[src/hw/fpc_pkg.sv]
// fpc_pkg: command codes, bus timing and wait counts for the flash host sequencer
package fpc_pkg;

  // command register codes written on the data lines, then the erased and all-zero data values
  localparam logic [7:0] CMD_READ       = 8'h00;
  localparam logic [7:0] CMD_SETUP_ERASE = 8'h20;
  localparam logic [7:0] CMD_SETUP_PROG = 8'h40;
  localparam logic [7:0] CMD_ERASE_VER  = 8'hA0;
  localparam logic [7:0] CMD_PROG_VER   = 8'hC0;
  localparam logic [7:0] CMD_RESET      = 8'hFF;
  localparam logic [7:0] DATA_ERASED    = 8'hFF;
  localparam logic [7:0] DATA_ZERO      = 8'h00;

  // user operation codes
  localparam logic [1:0] OP_READ  = 2'h0;
  localparam logic [1:0] OP_PROG  = 2'h1;
  localparam logic [1:0] OP_ERASE = 2'h2;
  localparam logic [1:0] OP_RESET = 2'h3;

  localparam int CLK_NS = 10;
  localparam int CNT_W  = 24;

  // times in their own units
  localparam int T_SU_E_NS    = 20;
  localparam int T_W_LOW_NS   = 60;
  localparam int T_W_HOLD_NS  = 10;
  localparam int T_ACC_NS     = 200;
  localparam int T_VPP_SU_NS  = 1000;
  localparam int T_VPP_RISE_NS = 1000;
  localparam int T_VPP_FALL_NS = 1000;
  localparam int T_PROG_US    = 10;
  localparam int T_VERIFY_US  = 6;
  localparam int T_ERASE_MS   = 10;

  // least times round up to whole cycles
  localparam int SU_E_CYC   = (T_SU_E_NS + CLK_NS - 1) / CLK_NS;
  localparam int W_LOW_CYC  = (T_W_LOW_NS + CLK_NS - 1) / CLK_NS;
  localparam int W_HOLD_CYC = (T_W_HOLD_NS + CLK_NS - 1) / CLK_NS;
  localparam int ACC_CYC    = (T_ACC_NS + CLK_NS - 1) / CLK_NS;
  localparam int VPP_UP_CYC = (T_VPP_RISE_NS + T_VPP_SU_NS + CLK_NS - 1) / CLK_NS;
  localparam int VPP_DN_CYC = (T_VPP_FALL_NS + CLK_NS - 1) / CLK_NS;
  localparam int PROG_CYC   = (T_PROG_US * 1000 + CLK_NS - 1) / CLK_NS;
  localparam int VERIFY_CYC = (T_VERIFY_US * 1000 + CLK_NS - 1) / CLK_NS;
  localparam int ERASE_CYC  = (T_ERASE_MS * 1000000 + CLK_NS - 1) / CLK_NS;

  // bus write phase marks
  localparam int PH_W_FALL = SU_E_CYC;
  localparam int PH_W_RISE = SU_E_CYC + W_LOW_CYC;
  localparam int PH_W_END  = SU_E_CYC + W_LOW_CYC + W_HOLD_CYC;

  localparam int PROG_PULSES_MAX  = 25;
  localparam int ERASE_PULSES_MAX = 1000;

  typedef enum logic [4:0] {
    S_IDLE, S_SUPRG, S_PRG, S_PVER, S_PRD, S_PCHK,
    S_SUER, S_ERA, S_EVER, S_ERD, S_ECHK,
    S_RST1, S_RST2, S_RDCMD, S_VDN,
    S_BUSW, S_BUSR, S_WAIT, S_DONE
  } fpc_state_t;

endpackage

[src/hw/fpc_host.sv]
// fpc_host: host sequencer driving a bulk-erase flash through its strobes and supply
`timescale 1ns/1ns

module fpc_host
  import fpc_pkg::*;
#(
  parameter int ADDR_W       = 17,
  parameter int ERASE_WAIT   = ERASE_CYC,
  parameter int PROG_MAX     = PROG_PULSES_MAX,
  parameter int ERASE_MAX    = ERASE_PULSES_MAX
) (
  input  wire logic              I_CLK_SYS,
  input  wire logic              I_RST,
  input  wire logic              I_CE,
  input  wire logic              I_CMD_VALID,
  input  wire logic [1:0]        I_CMD_OP,
  input  wire logic [ADDR_W-1:0] I_CMD_ADDR,
  input  wire logic [7:0]        I_CMD_DATA,
  input  wire logic [7:0]        I_FL_DQ,
  output logic                   O_BUSY,
  output logic                   O_DONE,
  output logic                   O_FAIL,
  output logic [7:0]             O_RD_DATA,
  output logic                   O_FL_E_N,
  output logic                   O_FL_G_N,
  output logic                   O_FL_W_N,
  output logic [ADDR_W-1:0]      O_FL_ADDR,
  output logic [7:0]             O_FL_DQ,
  output logic                   O_FL_DQ_OE_N,
  output logic                   O_PROGRAMMING_SUPPLY_HIGH
);

  localparam logic [ADDR_W-1:0] ADDR_LAST = {ADDR_W{1'b1}};

  fpc_state_t        state_ff, nxt_state, ret_ff, nxt_ret, wret_ff, nxt_wret;
  logic [CNT_W-1:0]  cnt_ff, nxt_cnt, post_ff, nxt_post;
  logic [9:0]        pulses_ff, nxt_pulses;
  logic [ADDR_W-1:0] addr_ff, nxt_addr;
  logic [7:0]        data_ff, nxt_data;
  logic              pre_ff, nxt_pre;
  logic              busy_ff, nxt_busy, done_ff, nxt_done, fail_ff, nxt_fail;
  logic [7:0]        rd_ff, nxt_rd;
  logic              e_n_ff, nxt_e_n, g_n_ff, nxt_g_n, w_n_ff, nxt_w_n;
  logic [ADDR_W-1:0] fa_ff, nxt_fa;
  logic [7:0]        fd_ff, nxt_fd;
  logic              oe_n_ff, nxt_oe_n, vpp_ff, nxt_vpp;
  logic [7:0]        prog_src;

  assign prog_src = pre_ff ? DATA_ZERO : data_ff;

  ////////////////////////////////////////////////////////////////////////////
  always_comb begin
    nxt_state  = state_ff;
    nxt_ret    = ret_ff;
    nxt_wret   = wret_ff;
    nxt_cnt    = cnt_ff;
    nxt_post   = post_ff;
    nxt_pulses = pulses_ff;
    nxt_addr   = addr_ff;
    nxt_data   = data_ff;
    nxt_pre    = pre_ff;
    nxt_busy   = busy_ff;
    nxt_done   = 1'b0;
    nxt_fail   = fail_ff;
    nxt_rd     = rd_ff;
    nxt_e_n    = e_n_ff;
    nxt_g_n    = g_n_ff;
    nxt_w_n    = w_n_ff;
    nxt_fa     = fa_ff;
    nxt_fd     = fd_ff;
    nxt_oe_n   = oe_n_ff;
    nxt_vpp    = vpp_ff;
    unique case (state_ff)
      S_IDLE: begin
        if (I_CMD_VALID) begin
          nxt_busy   = 1'b1;
          nxt_fail   = 1'b0;
          nxt_addr   = I_CMD_ADDR;
          nxt_data   = I_CMD_DATA;
          nxt_pulses = '0;
          nxt_pre    = 1'b0;
          nxt_cnt    = CNT_W'(VPP_UP_CYC);
          nxt_state  = S_WAIT;
          unique case (I_CMD_OP)
            OP_READ: begin
              nxt_cnt   = '0;
              nxt_wret  = S_BUSR;
              nxt_ret   = S_DONE;
            end
            OP_PROG: begin
              nxt_vpp  = 1'b1;
              nxt_wret = S_SUPRG;
            end
            OP_ERASE: begin
              nxt_vpp  = 1'b1;
              nxt_pre  = 1'b1;
              nxt_addr = '0;
              nxt_wret = S_SUPRG;
            end
            OP_RESET: begin
              nxt_vpp  = 1'b1;
              nxt_wret = S_RST1;
            end
          endcase
        end
      end
      // each command step loads a bus write, a wait after it, and a resume state
      S_SUPRG: begin
        nxt_pulses = pulses_ff + 10'h001;
        nxt_fd = CMD_SETUP_PROG; nxt_post = '0; nxt_ret = S_PRG;
        nxt_state = S_BUSW;
      end
      S_PRG: begin
        nxt_fa = addr_ff; nxt_fd = prog_src;
        nxt_post = CNT_W'(PROG_CYC); nxt_ret = S_PVER;
        nxt_state = S_BUSW;
      end
      S_PVER: begin
        nxt_fd = CMD_PROG_VER; nxt_post = CNT_W'(VERIFY_CYC); nxt_ret = S_PRD;
        nxt_state = S_BUSW;
      end
      S_PRD: begin
        nxt_ret = S_PCHK; nxt_state = S_BUSR;
      end
      S_PCHK: begin
        if (rd_ff == prog_src) begin
          nxt_pulses = '0;
          if (pre_ff && addr_ff != ADDR_LAST) begin
            nxt_addr = addr_ff + ADDR_W'(1); nxt_state = S_SUPRG;
          end else if (pre_ff) begin
            nxt_pre = 1'b0; nxt_addr = '0; nxt_state = S_SUER;
          end else begin
            nxt_state = S_RDCMD;
          end
        end else if (pulses_ff >= 10'(PROG_MAX)) begin
          nxt_fail = 1'b1; nxt_state = S_RDCMD;
        end else begin
          nxt_state = S_SUPRG;
        end
      end
      S_SUER: begin
        nxt_pulses = pulses_ff + 10'h001;
        nxt_fd = CMD_SETUP_ERASE; nxt_post = '0; nxt_ret = S_ERA;
        nxt_state = S_BUSW;
      end
      S_ERA: begin
        nxt_fd = CMD_SETUP_ERASE; nxt_post = CNT_W'(ERASE_WAIT); nxt_ret = S_EVER;
        nxt_state = S_BUSW;
      end
      S_EVER: begin
        nxt_fa = addr_ff; nxt_fd = CMD_ERASE_VER;
        nxt_post = CNT_W'(VERIFY_CYC); nxt_ret = S_ERD;
        nxt_state = S_BUSW;
      end
      S_ERD: begin
        nxt_ret = S_ECHK; nxt_state = S_BUSR;
      end
      S_ECHK: begin
        if (rd_ff == DATA_ERASED) begin
          if (addr_ff == ADDR_LAST) begin
            nxt_state = S_RDCMD;
          end else begin
            nxt_addr = addr_ff + ADDR_W'(1); nxt_state = S_EVER;
          end
        end else if (pulses_ff >= 10'(ERASE_MAX)) begin
          nxt_fail = 1'b1; nxt_state = S_RDCMD;
        end else begin
          nxt_state = S_SUER;
        end
      end
      S_RST1: begin
        nxt_fd = CMD_RESET; nxt_post = '0; nxt_ret = S_RST2;
        nxt_state = S_BUSW;
      end
      S_RST2: begin
        nxt_fd = CMD_RESET; nxt_post = '0; nxt_ret = S_VDN;
        nxt_state = S_BUSW;
      end
      S_RDCMD: begin
        nxt_fd = CMD_READ; nxt_post = '0; nxt_ret = S_VDN;
        nxt_state = S_BUSW;
      end
      S_VDN: begin
        nxt_vpp = 1'b0;
        nxt_cnt = CNT_W'(VPP_DN_CYC); nxt_wret = S_DONE; nxt_state = S_WAIT;
      end
      // address set first, data driven through the low strobe
      S_BUSW: begin
        nxt_cnt  = cnt_ff + CNT_W'(1);
        nxt_e_n  = 1'b0;
        nxt_oe_n = 1'b0;
        if (cnt_ff == CNT_W'(PH_W_FALL)) begin
          nxt_w_n = 1'b0;
        end
        if (cnt_ff == CNT_W'(PH_W_RISE)) begin
          nxt_w_n = 1'b1;
        end
        if (cnt_ff == CNT_W'(PH_W_END)) begin
          nxt_e_n = 1'b1; nxt_oe_n = 1'b1;
          nxt_cnt = post_ff; nxt_wret = ret_ff; nxt_state = S_WAIT;
        end
      end
      S_BUSR: begin
        nxt_cnt = cnt_ff + CNT_W'(1);
        nxt_e_n = 1'b0;
        nxt_g_n = 1'b0;
        nxt_oe_n = 1'b1;
        if (cnt_ff == CNT_W'(ACC_CYC)) begin
          nxt_rd = I_FL_DQ; nxt_e_n = 1'b1; nxt_g_n = 1'b1;
          nxt_cnt = '0; nxt_state = ret_ff;
        end
      end
      S_WAIT: begin
        if (cnt_ff == '0) begin
          nxt_state = wret_ff;
        end else begin
          nxt_cnt = cnt_ff - CNT_W'(1);
        end
      end
      S_DONE: begin
        nxt_done = 1'b1; nxt_busy = 1'b0; nxt_state = S_IDLE;
      end
      default: nxt_state = S_IDLE;
    endcase
    // bus phase counter restarts on entry to a bus cycle
    if (nxt_state != state_ff && nxt_state inside {S_BUSW, S_BUSR}) begin
      nxt_cnt = '0;
    end
  end

  ////////////////////////////////////////////////////////////////////////////
  // chip select idles high: a single finished device stays masked
  always_ff @(posedge I_CLK_SYS or posedge I_RST) begin
    if (I_RST) begin
      state_ff <= S_IDLE; ret_ff <= S_IDLE; wret_ff <= S_IDLE;
      cnt_ff <= '0; post_ff <= '0; pulses_ff <= '0;
      addr_ff <= '0; data_ff <= 8'h00; pre_ff <= 1'b0;
      busy_ff <= 1'b0; done_ff <= 1'b0; fail_ff <= 1'b0; rd_ff <= 8'h00;
      e_n_ff <= 1'b1; g_n_ff <= 1'b1; w_n_ff <= 1'b1;
      fa_ff <= '0; fd_ff <= 8'h00; oe_n_ff <= 1'b1; vpp_ff <= 1'b0;
    end else if (I_CE) begin
      state_ff <= nxt_state; ret_ff <= nxt_ret; wret_ff <= nxt_wret;
      cnt_ff <= nxt_cnt;
      post_ff <= nxt_post; pulses_ff <= nxt_pulses;
      addr_ff <= nxt_addr; data_ff <= nxt_data; pre_ff <= nxt_pre;
      busy_ff <= nxt_busy; done_ff <= nxt_done; fail_ff <= nxt_fail; rd_ff <= nxt_rd;
      e_n_ff <= nxt_e_n; g_n_ff <= nxt_g_n; w_n_ff <= nxt_w_n;
      fa_ff <= nxt_fa; fd_ff <= nxt_fd; oe_n_ff <= nxt_oe_n; vpp_ff <= nxt_vpp;
    end
  end

  assign O_BUSY                    = busy_ff;
  assign O_DONE                    = done_ff;
  assign O_FAIL                    = fail_ff;
  assign O_RD_DATA                 = rd_ff;
  assign O_FL_E_N                  = e_n_ff;
  assign O_FL_G_N                  = g_n_ff;
  assign O_FL_W_N                  = w_n_ff;
  assign O_FL_ADDR                 = fa_ff;
  assign O_FL_DQ                   = fd_ff;
  assign O_FL_DQ_OE_N              = oe_n_ff;
  assign O_PROGRAMMING_SUPPLY_HIGH = vpp_ff;

endmodule // fpc_host

[config.mk]
export PLATFORM = sky130hd
export DESIGN_NAME = fpc_host
export DESIGN_NICKNAME = d
export VERILOG_FILES = /design/src/hw/fpc_pkg.sv /design/src/hw/fpc_host.sv
export SDC_FILE = /design/constraint.sdc
export NUM_CORES = 1
export LEC_CHECK = 0
export BUFFER_PORTS_ARGS = -buffer_cell sky130_fd_sc_hd__buf_2
export CORE_ASPECT_RATIO = 1.2
export CORE_MARGIN = 2
export CORE_UTILIZATION = 60
export DETAILED_ROUTE_END_ITERATION = 7
export PLACE_DENSITY = 0.8
export SKIP_CTS_REPAIR_TIMING = 1
export SLEW_MARGIN = 20
export SYNTH_ARGS = -nofsm -noshare
export SYNTH_HDL_FRONTEND = slang
export SYNTH_SLANG_ARGS = --single-unit
[constraint.sdc]
create_clock -name I_CLK_SYS -period 5.05 [get_ports I_CLK_SYS]
set_input_delay 1.01 -clock I_CLK_SYS [delete_from_list [all_inputs] [get_ports I_CLK_SYS]]
set_output_delay 1.01 -clock I_CLK_SYS [all_outputs]
set_load 0.02 [all_outputs]
==> results.yml <==
global_routing:
  grt_pass1_vias: 7023
  grtUsageTotal_pct: 33.3
  grt_pass1_wl_um: 36100
  grt_max_degree: 66
  antenna_found_initial: 0
  grt_overflow: 0
power:
  combinationalPowerShare_pct: 37.8
  p_sw_mw: 1.99
  p_leak_nw: 3.80
  vdd_drop_max_v: 0.000315
  p_int_mw: 2.76
  power_frac_clock_pct: 26.3
  seqPwrFrac_pct: 35.9
  powerDensity_nw_per_um2: 540
  p_sw_share_pct: 41.8
synth:
  syn_nets: 954
  yosysUniqueCellTypes: 78
  synth_seq_cells: 121
  yosys_warnings: 0
  ys_async_sr_fraction_pct: 100
  synth_edf_count: 0
  syn_inst: 904
  syn-cell-area_um2: 7770
  ys.flop_type: "dfrtp_1"
  syn_area_per_cell_um2: 8.60
  ys_seq_area_share_pct: 39.0
clock_network:
  cts_tree: "yes"
  cts_made_buffers: 17
  ctsRootBufferMaster: "clkbuf_16"
  clock-sinks: 121
  htreeDepth: 4
  clkTransAtPathRegs_ps: 60
  clock_latency_ps: 420
  clk_path_buf_depth: 2
critical_path:
  critPathArrivalTime_ps: 4250
  start_kind: "flip-flop"
  crit_path_max_fanout: 14
  end_kind: "flip-flop"
  path_class: "flip-flop to flip-flop"
  reg2reg_slack_ps: 1110
  required_ps: 5360
  rr_worst_depth: 16
floorplanning:
  dieArea_um2: 13900
  dieWidth_um: 108
  core_area_um2: 12700
  io_pins: 80
  initial_core_util_pct: 61.3
  num_rows: 45
  die_h_um: 129
timing:
  fin_worst_skew_ps: 8.95
  slew_headroom_pct: 35.2
  hold_ws_ps: 477
  hold_violations: 0
  post-route-period-util_pct: 78.0
  grt_setup_unrepaired: "false"
  period_needed_ps: 3940
  setup_ws_ps: 1110
  report.final.slew_viol_count: 0
  tightest_slew_ps: 969
  fmax_mhz: 254
  setup_tns_ps: 0
  setup_violations: 0
finish:
  final_nets: 1000
  multiInputGateArea_um2: 4380
  syn_to_final_growth_pct: 13.2
  final_area_um2: 8800
  seq_area_um2: 3030
  fin_cells: 1127
  drive_gt1_share_pct: 19.3
  diodes: 0
  nFillCells: 1032
place:
  dp.cells: 1095
  dpl_cell_area_um2: 8190
  hpwl_um: 14900
  gp_congestion: 0.950
  io_buffers: 79
  pre_cts_ws_ps: 1180
outcome:
  status: "finished, final reports clean"
route:
  drt-total-wl_um: 22100
  first_iter_violations: 921
  vias: 7455
  routedWlPerCell_um: 19.6
  via_per_inst: 6.61
  drc: 0
  ant_nets: 0
  first_pass_iters: 6
job:
  drv_cap: 0
hold_path:
  worstHoldPathType: "flip-flop to flip-flop"
  hold_path_depth: 2
[cell usage in the layout, fill, tap and decap left out, drive strengths merged, types with 14 or more instances in the layout]
master	instances
and3	17
nand4	15
nand3	30
buf	92
nor2	88
a32o	14
a21oi	69
clkbuf	18
a31oi	15
nand2	81
xnor2	14
inv	21
dfrtp	117
xor2	14
nor3	26
mux2	35
o21ai	92
[power groups by stage]
stage | Sequential, mW | Combinational, mW | Clock, mW
2_1_floorplan | 1.57 | 1.37 | 0
3_3_place_gp | 1.69 | 1.73 | 0
3_5_place_dp | 1.70 | 1.75 | 0
4_1_cts | 1.69 | 1.77 | 1.26
5_1_grt | 1.75 | 1.99 | 1.31
6_report | 1.70 | 1.80 | 1.25
[metal layers]
metal	GRT usage, %	vias up	routed length (µm)	share of wire [%]
li1	-	3433	-	-
met2	54.8	361	10700	48
met4	13.1	0	761	3.4
met1	42.2	3580	9010	41
met5	0	-	0	0
met3	8.31	81	1620	7.3
[worst max-delay path, cell delays in order (launching register included)]
cell and delay, ps:
dfrtp_1 430, and3_1 270, and3_1 280, nand3_1 160, nor2_1 210, and3_1 240
nand2_1 80, nor2_1 110, ha_1 230, and3_1 200, and2_1 130, a32o_1 190
o211ai_1 90, a211oi_1 390, a31oi_4 120, nand2b_4 290, a311o_1 400
[per-stage QoR]
| step | total power, mW | utilization (%) |
|---|---|---|
| 2_1_floorplan | 2.93 | - |
| 3_3_place_gp | 3.42 | 64.6 |
| 3_5_place_dp | 3.45 | 64.6 |
| 4_1_cts | 4.72 | 69.5 |
| 5_1_grt | 5.05 | 69.5 |
| 6_report | 4.75 | 69.5 |
[cell type report]
| type | count | share of cell area [%] |
|---|---|---|
| clock buffers | 18 | 4.99 |
| clock inverters | 14 | 1.95 |
| inverters | 20 | 0.882 |
| multi-input cells | 698 | 49.8 |
| flip-flops and latches | 121 | 34.5 |
| well taps | 164 | 2.33 |
| repair buffers | 92 | 5.60 |
[Yosys cell counts (15+ instances only)]
library cell	n	area share (%)
nor2_1	87	4.2
nand2_1	81	3.9
mux2_2	35	5.1
nor3_1	24	1.5
clkbuf_1	51	2.5
and3_1	17	1.4
o21ai_0	91	5.9
dfrtp_1	117	38
nand3_1	30	1.9
a21oi_1	69	4.4
nand4_1	15	1.2
inv_1	19	0.92
[worst paths after layout]
path                               to  startpoint
min reg2reg                O_FL_DQ[5]  O_FL_DQ[5]
max reg2reg                cnt_ff[15]  addr_ff[4]
min in group asynchronous  cnt_ff[18]       I_RST
min                        O_FL_DQ[5]  O_FL_DQ[5]
max in group asynchronous    O_FL_G_N       I_RST
max                        cnt_ff[15]  addr_ff[4]
[cells by family after synthesis]
logic type	Yosys count	synth area share, %
simple gates	344	23.2
compound gates	279	23.0
flops	121	39.0
buf+inv	85	4.61
mux	36	5.20
xor+xnor	28	3.16
fa+ha+maj	11	1.77
[registers in the layout, indices dropped and copies added (netlist names), 8 cells and up]
name	flops
cnt_ff	24
O_RD_DATA	8
pulses_ff	10
data_ff	8
O_FL_ADDR	17
addr_ff	17
O_FL_DQ	8
Power figures use the tool's default switching activity.
